$ cat config.mk
export PLATFORM = sky130hd
export DESIGN_NAME = bridge_dma_irq_flag_mux
export DESIGN_NICKNAME = d
export VERILOG_FILES = /design/src/logic/irq_flag_pkg.sv /design/src/logic/sticky_flags.sv /design/src/logic/capcomp_router.sv /design/src/logic/bridge_dma_irq_flag_mux.sv
export VERILOG_INCLUDE_DIRS = /design/src /design/src/logic
export SDC_FILE = /design/constraint.sdc
export NUM_CORES = 1
export LEC_CHECK = 0
export ABC_AREA = 0
export BUFFER_PORTS_ARGS = -buffer_cell sky130_fd_sc_hd__buf_2
export CORE_ASPECT_RATIO = 1.25
export CORE_MARGIN = 8
export CORE_UTILIZATION = 60
export CTS_BUF_LIST = sky130_fd_sc_hd__clkbuf_8
export DETAILED_ROUTE_END_ITERATION = 8
export HOLD_SLACK_MARGIN = 0.1
export PLACE_DENSITY = 0.88
export SLEW_MARGIN = 20
export SYNTH_ARGS = -nofsm -noshare
export SYNTH_HDL_FRONTEND = slang
export SYNTH_HIERARCHICAL = 1
export SYNTH_SLANG_ARGS = --single-unit
$ cat constraint.sdc
create_clock -name pclk -period 3 [get_ports pclk]
set_clock_uncertainty 0.1 [all_clocks]
set_input_delay 0.3 -clock pclk [delete_from_list [all_inputs] [get_ports pclk]]
set_output_delay 0.3 -clock pclk [all_outputs]
set_load 0.01 [all_outputs]
$ cat src/logic/irq_flag_cfg.svh
/*
 constants for the bridge and dma interrupt flag block.
 assumes inclusion by bare name from the design files.
*/
`ifndef IRQ_FLAG_CFG_SVH
`define IRQ_FLAG_CFG_SVH
`define OFS_BRIDGE_FLAGS 12'h000
`define OFS_BRIDGE_ENABLES 12'h004
`define OFS_BRIDGE_CTRL_FIRST 12'h008
`define OFS_BRIDGE_CTRL_SECOND 12'h00c
`define OFS_DMA_FLAGS_FIRST 12'h010
`define OFS_DMA_ENABLES_FIRST 12'h014
`define OFS_DMA_FLAGS_SECOND 12'h018
`define OFS_DMA_ENABLES_SECOND 12'h01c
`define OFS_CAPCOMP_ROUTE 12'h020
`define OFS_SRC_SELECT 12'h024
`define OFS_IRQ_STATUS 12'h028
`define OFS_IRQ_MASK 12'h02c
`define BRIDGE_W 15
`define DMA1_W 8
`define DMA2_W 6
`define CAPCOMP_W 4
`define POS_PUMP_LOW1 0
`define POS_PUMP_LOW2 1
`define POS_PUMP_HIGH 2
`define POS_OC_BASE 3
`define POS_DS_BASE 9
`define POS_D2_SEQ 0
`define POS_D2_ESEQ 1
`define POS_D2_STX 2
`define POS_D2_SRX 3
`define POS_D2_TIMER 4
`define POS_D2_SIGMA 5
`define POS_SEL_CH9 0
`define POS_SEL_CH11 1
`define POS_SEL_CH12 2
`define RST_ZERO 32'h0000_0000
`define RST_ROUTE 8'he4
`endif

$ cat src/logic/irq_flag_pkg.sv
/*
 types for the bridge and dma interrupt flag block.
 assumes nothing beyond a systemverilog compiler.
*/
package irq_flag_pkg;
    typedef enum logic [1:0] {
        apb_idle,
        apb_access
    } apb_phase_e;
    typedef logic [1:0] node_sel_t;
endpackage

$ cat src/logic/sticky_flags.sv
/*
 bank of sticky level flags with per-bit enables and write-one clear.
 assumes events and clear strobes synchronous to pclk.
*/
`timescale 1ns/1ns
`default_nettype none
module sticky_flags #(
    parameter int W = 8
) (
    input wire logic pclk,
    input wire logic presetn,
    input wire logic [W-1:0] event_in,
    input wire logic [W-1:0] clear_in,
    input wire logic [W-1:0] enable_in,
    output logic [W-1:0] flags,
    output logic request
);
    logic [W-1:0] flags_ff;
    logic [W-1:0] nxt_flags;
    genvar i;
    generate
        for (i = 0; i < W; i++) begin : g_bit
            // set wins over clear
            always_comb begin
                nxt_flags[i] = event_in[i] | (flags_ff[i] & ~clear_in[i]);
            end
        end
    endgenerate
    always_ff @(posedge pclk or negedge presetn) begin
        if (!presetn) begin
            flags_ff <= '0;
        end else begin
            flags_ff <= nxt_flags;
        end
    end
    assign flags = flags_ff;
    assign request = |(flags_ff & enable_in);
endmodule
`default_nettype wire

$ cat src/logic/capcomp_router.sv
/*
 steers four capture-compare interrupts onto four nodes.
 assumes a 2-bit node select per source.
*/
`timescale 1ns/1ns
`default_nettype none
module capcomp_router (
    input wire logic [3:0] src_irq,
    input wire logic [7:0] route_sel,
    output logic [3:0] node_irq
);
    function automatic logic [3:0] onehot(input logic [1:0] s);
        onehot = 4'h1 << s;
    endfunction
    always_comb begin
        node_irq = 4'h0;
        for (int k = 0; k < 4; k++) begin
            if (src_irq[k]) begin
                node_irq = node_irq | onehot(route_sel[2*k +: 2]);
            end
        end
    end
endmodule
`default_nettype wire

$ cat src/logic/bridge_dma_irq_flag_mux.sv
/*
 interrupt flag and enable aggregation for nodes 14 and 15 with apb
 registers. assumes single-cycle event pulses or levels on pclk.
*/
// Implementation choices: the APB slave port and the register offsets.
`timescale 1ns/1ns
`default_nettype none
`include "irq_flag_cfg.svh"
module bridge_dma_irq_flag_mux #(
    parameter bit HAS_SIGMA = 1'b1
) (
    input wire logic pclk,
    input wire logic presetn,
    input wire logic psel,
    input wire logic penable,
    input wire logic pwrite,
    input wire logic [11:0] paddr,
    input wire logic [31:0] pwdata,
    output logic [31:0] prdata,
    output logic pready,
    output logic pslverr,
    input wire logic pump_low1_evt,
    input wire logic pump_low2_evt,
    input wire logic pump_high_evt,
    input wire logic [5:0] overcurrent_evt,
    input wire logic [5:0] drain_mon_evt,
    input wire logic [7:0] converter_ch_done,
    input wire logic capcomp_zero_match,
    input wire logic capcomp_period_match,
    input wire logic timer_unit_evt,
    input wire logic third_timer_evt,
    input wire logic sigma_delta_evt,
    input wire logic sequence_ready_evt,
    input wire logic exceptional_sequence_ready_evt,
    input wire logic serial_tx_ready_evt,
    input wire logic serial_rx_ready_evt,
    input wire logic [3:0] capcomp_irq,
    output logic node14_req,
    output logic node15_req,
    output logic [3:0] capcomp_node_req,
    output logic irq
);
    irq_flag_pkg::apb_phase_e phase_ff, nxt_phase;
    logic ready_ff, nxt_ready;
    logic [`BRIDGE_W-1:0] bridge_event_enables_ff, nxt_bridge_en;
    logic [`DMA1_W-1:0] dma_enables_first_ff, nxt_dma1_en;
    logic [`DMA2_W-1:0] dma_enables_second_ff, nxt_dma2_en;
    logic [7:0] capcomp_node_select_ff, nxt_route;
    logic [2:0] src_sel_ff, nxt_src_sel;
    logic [1:0] irq_status_ff, nxt_irq_status;
    logic [1:0] irq_mask_ff, nxt_irq_mask;
    logic [31:0] prdata_ff, nxt_prdata;
    logic [`BRIDGE_W-1:0] bridge_event_flags, bridge_evt, bridge_clr;
    logic [`DMA1_W-1:0] dma_flags_first, dma1_evt, dma1_clr;
    logic [`DMA2_W-1:0] dma_flags_second, dma2_evt, dma2_clr;
    logic [5:0] drain_mon_state_ff, nxt_drain_state;
    logic bridge_req, dma1_req, dma2_req;
    logic wr_fire, rd_fire;

    function automatic logic hit(input logic [11:0] a, input logic [11:0] o);
        hit = (a == o);
    endfunction

    assign wr_fire = psel & penable & pwrite & pready;
    // read data is captured in the first access cycle, shown in the second
    assign rd_fire = psel & penable & ~pwrite
        & (phase_ff == irq_flag_pkg::apb_access) & ~ready_ff;

    always_comb begin
        bridge_evt = {drain_mon_evt, overcurrent_evt, pump_high_evt,
            pump_low2_evt, pump_low1_evt};
        dma1_evt = converter_ch_done;
        // channel 9 and 11 alternative sources
        dma1_evt[5] = src_sel_ff[`POS_SEL_CH9] ? capcomp_zero_match
            : converter_ch_done[5];
        dma1_evt[7] = src_sel_ff[`POS_SEL_CH11] ? capcomp_period_match
            : converter_ch_done[7];
        dma2_evt = '0;
        dma2_evt[`POS_D2_SEQ] = sequence_ready_evt;
        dma2_evt[`POS_D2_ESEQ] = exceptional_sequence_ready_evt;
        dma2_evt[`POS_D2_STX] = serial_tx_ready_evt;
        dma2_evt[`POS_D2_SRX] = serial_rx_ready_evt;
        dma2_evt[`POS_D2_TIMER] = src_sel_ff[`POS_SEL_CH12] ? third_timer_evt
            : timer_unit_evt;
        dma2_evt[`POS_D2_SIGMA] = HAS_SIGMA & sigma_delta_evt;
        bridge_clr = '0;
        dma1_clr = '0;
        dma2_clr = '0;
        if (wr_fire && hit(paddr, `OFS_BRIDGE_FLAGS)) begin
            bridge_clr = pwdata[`BRIDGE_W-1:0];
        end
        if (wr_fire && hit(paddr, `OFS_DMA_FLAGS_FIRST)) begin
            dma1_clr = pwdata[`DMA1_W-1:0];
        end
        if (wr_fire && hit(paddr, `OFS_DMA_FLAGS_SECOND)) begin
            dma2_clr = pwdata[`DMA2_W-1:0];
        end
    end

    sticky_flags #(.W(`BRIDGE_W)) u_bridge (
        .pclk(pclk),
        .presetn(presetn),
        .event_in(bridge_evt),
        .clear_in(bridge_clr),
        .enable_in(bridge_event_enables_ff),
        .flags(bridge_event_flags),
        .request(bridge_req)
    );
    sticky_flags #(.W(`DMA1_W)) u_dma1 (
        .pclk(pclk),
        .presetn(presetn),
        .event_in(dma1_evt),
        .clear_in(dma1_clr),
        .enable_in(dma_enables_first_ff),
        .flags(dma_flags_first),
        .request(dma1_req)
    );
    sticky_flags #(.W(`DMA2_W)) u_dma2 (
        .pclk(pclk),
        .presetn(presetn),
        .event_in(dma2_evt),
        .clear_in(dma2_clr),
        .enable_in(dma_enables_second_ff),
        .flags(dma_flags_second),
        .request(dma2_req)
    );
    capcomp_router u_route (
        .src_irq(capcomp_irq),
        .route_sel(capcomp_node_select_ff),
        .node_irq(capcomp_node_req)
    );

    assign node14_req = bridge_req;
    assign node15_req = dma1_req | dma2_req;

    always_comb begin
        nxt_phase = phase_ff;
        nxt_ready = 1'b0;
        nxt_bridge_en = bridge_event_enables_ff;
        nxt_dma1_en = dma_enables_first_ff;
        nxt_dma2_en = dma_enables_second_ff;
        nxt_route = capcomp_node_select_ff;
        nxt_src_sel = src_sel_ff;
        nxt_irq_mask = irq_mask_ff;
        nxt_prdata = prdata_ff;
        // drain-source state mirrors flags for the control registers
        nxt_drain_state = bridge_event_flags[`POS_DS_BASE +: 6];
        // node events set status; set wins over write-one clear
        nxt_irq_status = irq_status_ff | {node15_req, node14_req};
        unique case (phase_ff)
            irq_flag_pkg::apb_idle: begin
                if (psel && !penable) begin
                    nxt_phase = irq_flag_pkg::apb_access;
                end
            end
            irq_flag_pkg::apb_access: begin
                nxt_ready = ~ready_ff;
                if (ready_ff) begin
                    nxt_phase = irq_flag_pkg::apb_idle;
                end
            end
        endcase
        if (wr_fire) begin
            unique case (paddr)
                `OFS_BRIDGE_ENABLES: nxt_bridge_en = pwdata[`BRIDGE_W-1:0];
                `OFS_DMA_ENABLES_FIRST: nxt_dma1_en = pwdata[`DMA1_W-1:0];
                `OFS_DMA_ENABLES_SECOND: begin
                    nxt_dma2_en = pwdata[`DMA2_W-1:0];
                    nxt_dma2_en[`POS_D2_SIGMA] = HAS_SIGMA
                        & pwdata[`POS_D2_SIGMA];
                end
                `OFS_CAPCOMP_ROUTE: nxt_route = pwdata[7:0];
                `OFS_SRC_SELECT: nxt_src_sel = pwdata[2:0];
                `OFS_IRQ_STATUS: begin
                    nxt_irq_status = (irq_status_ff & ~pwdata[1:0])
                        | {node15_req, node14_req};
                end
                `OFS_IRQ_MASK: nxt_irq_mask = pwdata[1:0];
                default: begin
                end
            endcase
        end
        if (rd_fire) begin
            unique case (paddr)
                `OFS_BRIDGE_FLAGS: nxt_prdata = 32'(bridge_event_flags);
                `OFS_BRIDGE_ENABLES: nxt_prdata = 32'(bridge_event_enables_ff);
                `OFS_BRIDGE_CTRL_FIRST: begin
                    nxt_prdata = 32'(drain_mon_state_ff[3:0]);
                end
                `OFS_BRIDGE_CTRL_SECOND: begin
                    nxt_prdata = 32'(drain_mon_state_ff[5:4]);
                end
                `OFS_DMA_FLAGS_FIRST: nxt_prdata = 32'(dma_flags_first);
                `OFS_DMA_ENABLES_FIRST: nxt_prdata = 32'(dma_enables_first_ff);
                `OFS_DMA_FLAGS_SECOND: nxt_prdata = 32'(dma_flags_second);
                `OFS_DMA_ENABLES_SECOND: begin
                    nxt_prdata = 32'(dma_enables_second_ff);
                end
                `OFS_CAPCOMP_ROUTE: nxt_prdata = 32'(capcomp_node_select_ff);
                `OFS_SRC_SELECT: nxt_prdata = 32'(src_sel_ff);
                `OFS_IRQ_STATUS: nxt_prdata = 32'(irq_status_ff);
                `OFS_IRQ_MASK: nxt_prdata = 32'(irq_mask_ff);
                default: nxt_prdata = `RST_ZERO;
            endcase
        end
    end

    always_ff @(posedge pclk or negedge presetn) begin
        if (!presetn) begin
            phase_ff <= irq_flag_pkg::apb_idle;
            ready_ff <= 1'b0;
            bridge_event_enables_ff <= '0;
            dma_enables_first_ff <= '0;
            dma_enables_second_ff <= '0;
            capcomp_node_select_ff <= `RST_ROUTE;
            src_sel_ff <= '0;
            irq_status_ff <= '0;
            irq_mask_ff <= '0;
            prdata_ff <= `RST_ZERO;
            drain_mon_state_ff <= '0;
        end else begin
            phase_ff <= nxt_phase;
            ready_ff <= nxt_ready;
            bridge_event_enables_ff <= nxt_bridge_en;
            dma_enables_first_ff <= nxt_dma1_en;
            dma_enables_second_ff <= nxt_dma2_en;
            capcomp_node_select_ff <= nxt_route;
            src_sel_ff <= nxt_src_sel;
            irq_status_ff <= nxt_irq_status;
            irq_mask_ff <= nxt_irq_mask;
            prdata_ff <= nxt_prdata;
            drain_mon_state_ff <= nxt_drain_state;
        end
    end

    // access phase always needs one extra cycle so read data is registered
    assign pready = (phase_ff == irq_flag_pkg::apb_access) & ready_ff;
    assign prdata = prdata_ff;
    assign pslverr = 1'b0;
    assign irq = |(irq_status_ff & irq_mask_ff);
endmodule
`default_nettype wire

==> flow_summary.yaml, run 1 <==
cells_and_area:
  layout-drive-gt1-share_pct: 32.1
  multi_input_area_um2: 2320
  syn_to_final_growth_pct: 20.6
  finalNetCount: 662
  fin_area_um2: 6040
  diodes: 0
  seq_area_um2: 2410
  n_fill_cell: 559
power_and_ir_drop:
  p_leak_nw: 2.79
  comb_power_share_pct: 10.6
  peakVddDrop_uv: 289
  seq_power_share_pct: 52.4
  power.switching_w: 0.000634
  power_density_nw_per_um2: 419
  swShare_pct: 25.1
  p_total_w: 0.00253
  power.internal_w: 0.00189
  p_clk_share_pct: 37.0
synthesis:
  postSynthAreaPerCell_um2: 11.1
  synthDistinctLibCells: 57
  async_flop_share_pct: 100
  seq_area_frac_synth_pct: 48.1
  synth_edf_count: 0
  synth_seq_cells: 96
  syn_inst: 452
  synth_area_um2: 5010
  synthFlopType: "dfrtp_1"
  ys_warn_count: 6
run:
  cap_violations: 0
timing:
  setup_violations: 0
  finalHoldViolCount: 0
  worstMarginPinSlew_ns: 0.737
  rsz0062_at_grt: "false"
  fmax_mhz: 459
  finalCritPeriodShare_pct: 72.7
  finalSetupTns_ns: 0
  setup_ws_ns: 0.820
  period_minus_slack_ns: 2.18
  slew_viol_final: 0
  relSlewSlack_pct: 50.8
clock_network:
  cts_resized: 0
  cts_setup_buffers: 0
  clock_path_buffers: 2
  cts_max_level: 3
  clk_latency_ns: 0.37
  path_clk_slew_ns: 0.10
  cts_tree: "yes"
  cts_buffers: 9
  ctsHoldBuffers: 34
  clockRootBuffer: "clkbuf_8"
  clock_sinks: 96
detailed_routing:
  vias_per_cell: 6.07
  drc: 0
  ant_nets: 0
  drt_iter0_markers: 285
  dr.pass1.iters: 5
  vias: 4120
  wl_um: 14200
  wire_per_inst_um: 21.0
grt:
  overflow: 0
  grt_pass1_wl_um: 23000
  grt_pass1_vias: 4393
  grt_max_degree: 97
  antenna_found_initial: 0
  grt_usage_pct: 25.1
outcome:
  status: "completed"
setup_path:
  critPathKind: "flip-flop to output port"
  crit_chain: "a22o_1, a221oi_1, nand4_1, buf_2"
  cp-start-kind: "flip-flop"
  crit_path_max_incr_delay_ns: 0.43
  crit_arrival_ns: 1.78
  critical_path_required_ns: 2.60
  cp_max_fo: 3
  cp_slowest_cell: "dfrtp_1"
  endpoint_kind: "output port"
die:
  die_area_um2: 11500
  ioPinCount: 126
  dieWidth_um: 97.7
  rows: 37
  die_h_um: 118
  initial_core_util_pct: 61.1
  coreArea_um2: 8190
placed_design:
  dp_hpwl_um: 10200
  dpl_cell_area_um2: 5490
  place_congestion: 0.955
  place_ws_ns: 0.606
  portBuffers: 90
hold_path:
  hold_class: "primary input to flip-flop"
## power groups by stage
stage | sequential, W | combinational [W] | clock [W]
after CTS | 0.00133 | 0.000265 | 0.000932
final | 0.00132 | 0.000268 | 0.000935
after floorplan | 0.00135 | 0.000130 | 0
after detailed placement | 0.00135 | 0.000230 | 0
after global routing | 0.00133 | 0.000293 | 0.000977
after global placement | 0.00135 | 0.000225 | 0
## through the flow
stage	instances	hold slack, ns	utilization, %
2_1_floorplan	469	-0.0956	-
3_3_place_gp	629	0.283	67.0
3_5_place_dp	629	0.290	67.0
4_1_cts	679	0.143	73.7
5_1_grt	679	0.163	73.7
6_report	679	0.142	73.7
## metal layers
| layer | GRT usage (%) | part of all wire [%] | vias to the layer above |
|---|---|---|---|
| li1 | - | - | 1843 |
| met1 | 29.5 | 40 | 2038 |
| met2 | 41.6 | 49 | 207 |
| met3 | 6.87 | 7.7 | 32 |
| met4 | 11.9 | 3.1 | 0 |
| met5 | 0 | 0 | - |
## final cells by class
cell class | count | area share (%)
clock buffer | 9 | 2.05
clock inverter | 7 | 1.47
inverter | 33 | 2.05
multi-input combinational | 306 | 38.4
sequential | 96 | 39.8
tap | 97 | 2.01
timing repair buffer | 131 | 14.2
## logic make-up after synthesis
group | after synthesis | share of synthesized area [%]
AO/OA/AOI/OAI | 110 | 16.6
buffers and inverters | 67 | 6.92
flip-flops | 96 | 48.1
other | 1 | 0.0749
AND/OR/NAND/NOR | 115 | 13.4
multiplexers | 63 | 14.9
## cell usage after synthesis, types with 10 or more instances
cell type / instances / area [µm²]
a21o_1: 30 / 225
a22o_1: 13 / 114
a22oi_1: 23 / 173
and2_1: 24 / 150
and3_1: 13 / 81.3
buf_4: 19 / 143
dfrtp_1: 92 / 2300
inv_1: 33 / 124
mux2_2: 42 / 473
mux2_4: 10 / 150
mux2i_1: 10 / 100
nand2_1: 22 / 82.6
nor2_1: 14 / 52.6
o21ai_0: 15 / 75.1
## registers in the layout (all words and copies together), names as in the netlist
register	cells
bridge_event_enables_ff	15
prdata	15
u_bridge/flags	15
capcomp_node_select_ff	8
dma_enables_first_ff	8
u_dma1/flags	8
dma_enables_second_ff	6
drain_mon_state_ff	6
u_dma2/flags	6
src_sel_ff	3
irq_mask_ff	2
irq_status_ff	2
phase_ff	1
ready_ff	1
## placed cells by master (no fill, tap or decap), types with 13 or more instances in the layout
cell and count:
dfrtp_1 92, buf_2 89, mux2_2 42, inv_1 35
dlygate4sd3_1 34, a21o_1 30, and2_1 24, a22oi_1 23
nand2_1 22, conb_1 18, o21ai_0 15, nor2_1 14
and3_1 13, a22o_1 13
## worst max-delay path, delay by kind of cell (launching register included)
kind / cells / cell delay [ns]
DFF: 1 / 0.43
AOI/OAI and AO/OA: 2 / 0.59
buffers and inverters: 1 / 0.19
and+or+nand+nor: 1 / 0.21
## path summary, 6_finish.rpt
| check | start | endpoint | slack [ns] | cells after the start |
|---|---|---|---|---|
| max | u_bridge/flags[3]$_DFF_PN0_ | node14_req | 0.82 | 4 |
| min | converter_ch_done[7] | u_dma1/flags[7]$_DFF_PN0_ | 0.14 | 3 |
| max reg2reg | ready_ff$_DFF_PN0_ | u_bridge/flags[14]$_DFF_PN0_ | 0.91 | 6 |
| min reg2reg | u_bridge/flags[9]$_DFF_PN0_ | drain_mon_state_ff[0]$_DFF_PN0_ | 0.34 | 0 |
| max in group asynchronous | presetn | capcomp_node_select_ff[7]$_DFFE_PN1P_ | 1.99 | 3 |
| min in group asynchronous | presetn | prdata[0]$_DFFE_PN0P_ | 0.42 | 3 |
Note: power is estimated with default switching activity, not from simulation.
==> inputs of run 2 (changes only) <==
ABC_AREA = 1   (was 0)
CORE_UTILIZATION = 55   (was 60)
PLACE_DENSITY = 0.81   (was 0.88)
clock period = 2.15 ns   (was 3 ns; I/O delays follow)
==> flow_summary.yaml, run 2 <==
die:
  dieWidth_um: 102
  initial_core_util_pct: 56.2
  ioPinCount: 126
  rows: 39
  die_area_um2: 12600
  coreArea_um2: 9080
  die_h_um: 124
detailed_routing:
  drt_iter0_markers: 345
  dr.pass1.iters: 5
  ant_nets: 0
  wl_um: 14200
  drc: 0
  wire_per_inst_um: 15.3
  vias: 4805
  vias_per_cell: 5.18
setup_path:
  cp_max_fo: 15
  reg2regPathDepth: 7
  r2r_end: "u_bridge/flags[14]$_DFF_PN0_"
  critPathTopFamily: "simple AND/OR/NAND/NOR gates"
  critical_path_required_ns: 2.31
  crit_arrival_ns: 2.05
  cp_slowest_cell: "dlygate4sd3_1"
  path_common_cell: "nand2_1"
  crit_chain: "dlygate4sd3_1, buf_2, nand2_1, nor2_4, nand2_1, nor2_1, o21bai_1"
  endpoint_kind: "flip-flop"
  crit_path_max_incr_delay_ns: 0.52
  reg2reg_slack_ns: 0.36
  cp-start-kind: "primary input"
  critPathKind: "primary input to flip-flop"
  crit_buf_inv: 2
  reg2reg_from: "phase_ff[0]$_DFFE_PN0P_"
synthesis:
  seq_area_frac_synth_pct: 47.2
  synth_top_cell_area_share_pct: 45.2
  synthFlopType: "dfrtp_1"
  synth_most_common_cell: "nand2_1"
  syn_inst: 665
  synth.largest_area_cell: "dfrtp_1"
  netlist_top_cells_count: "200 x nand2_1, 92 x dfrtp_1, 77 x inv_1"
  postSynthAreaPerCell_um2: 7.67
  async_flop_share_pct: 100
  synth_edf_count: 0
  synth_area_um2: 5100
  synthTopCellsByArea: "dfrtp_1 45%, nand2_1 15%, nand3_1 7.4%"
  synth_seq_cells: 96
  synthDistinctLibCells: 28
  ys_warn_count: 6
hold_path:
  whs_path_depth: 3
  hp-start: "converter_ch_done[7]"
  min_to: "u_dma1/flags[7]$_DFF_PN0_"
  hold_class: "primary input to flip-flop"
cells_and_area:
  diodes: 0
  final_util_pct: 68.6
  layout-drive-gt1-share_pct: 18.0
  n_fill_cell: 761
  syn_to_final_growth_pct: 22.1
  final_cells: 928
  finalNetCount: 885
  final_common_cell: "nand2_1"
  layout_common_cells: "200 x nand2_1, 92 x dfrtp_1, 89 x buf_2, 77 x inv_1, 75 x nand3_1"
timing:
  hold_ws_ns: 0.116
  worstMarginPinSlew_ns: 0.573
  fmax_mhz: 531
  slew_viol_final: 0
  finalSetupTns_ns: 0
  finalCritPeriodShare_pct: 87.6
  relSlewSlack_pct: 61.7
  rsz0062_at_grt: "false"
  setup_violations: 0
  period_minus_slack_ns: 1.88
  finalHoldViolCount: 0
clock_network:
  clockRootBuffer: "clkbuf_8"
  clk_latency_ns: 0.37
  cts_max_level: 3
  cts_tree: "yes"
  cts_buffers: 9
  clock_sinks: 96
  path_clk_slew_ns: 0.10
  clock_path_buffers: 2
grt:
  antenna_found_initial: 0
  grt_usage_pct: 23.0
  overflow: 0
  grt_pass1_wl_um: 22400
  grt_pass1_vias: 4589
  grt_max_degree: 40
placed_design:
  placed_cells: 870
  portBuffers: 90
  dp_hpwl_um: 10200
  place_congestion: 0.934
power_and_ir_drop:
  p_leak_nw: 3.50
  p_total_w: 0.00337
  power_density_nw_per_um2: 542
  peakVddDrop_uv: 466
outcome:
  status: "completed"
run:
  cap_violations: 0
==> run 2: where the power goes <==
group,internal (W),switching [W]
logic,0.000153,0.000202
clock network,0.000505,0.000682
registers,0.00182,0.00000869
==> run 2: worst max path at each step <==
stage	to	slack, ns	depth (start not counted)	startpoint
after CTS	node15_req	0.31	7	u_dma2/flags[0]$_DFF_PN0_
final	u_bridge/flags[14]$_DFF_PN0_	0.27	7	penable
after global placement	u_bridge/flags[7]$_DFF_PN0_	0.27	9	paddr[11]
after detailed placement	u_bridge/flags[1]$_DFF_PN0_	0.22	9	paddr[11]
after global routing	u_bridge/flags[10]$_DFF_PN0_	0.09	7	penable
after floorplan	u_bridge/flags[10]$_DFF_PN0_	0.74	8	phase_ff[0]$_DFFE_PN0P_
==> run 2: logic make-up after synthesis <==
family / synth area share [%]
buffers and inverters: 10.8
multiplexers: 0.663
flip-flops: 47.2
AO/OA/AOI/OAI: 10.3
other: 0.0735
AND/OR/NAND/NOR: 31.0
==> run 2: metal layers <==
metal	up-vias	part of all wire [%]	track usage [%]
li1	2338	-	-
met3	34	7.6	3.75
met5	-	0	0
met1	2230	40	27.9
met4	0	3.5	11.0
met2	203	49	39.0
==> run 2: repair_timing <==
action | in CTS | in global routing
endpoints found under the hold margin | 77 | 0
buffers inserted | 0 | 0
gates resized for setup | 0 | 0
hold buffers | 42 | 0
==> run 2: layout make-up <==
type	count	area, µm²	share of cell area (%)
clock buffer	11	151	2.43
clock inverter	5	45.0	0.724
multi-input combinational	469	2200	35.4
tap	123	154	2.47
timing repair buffer	140	946	15.2
inverter	84	315	5.07
sequential	96	2410	38.7
==> run 2: worst min-delay path, cell delays in order <==
cell	delay, ns
buf_2	0.08
mux2_2	0.15
o21bai_1	0.11
==> run 2: through the flow <==
stage / setup slack, ns / area, µm²
floorplan: 0.737 / 5160
global placement: 0.267 / 5610
detailed placement: 0.220 / 5610
CTS: 0.315 / 6220
global route: 0.0880 / 6220
finish: 0.266 / 6220
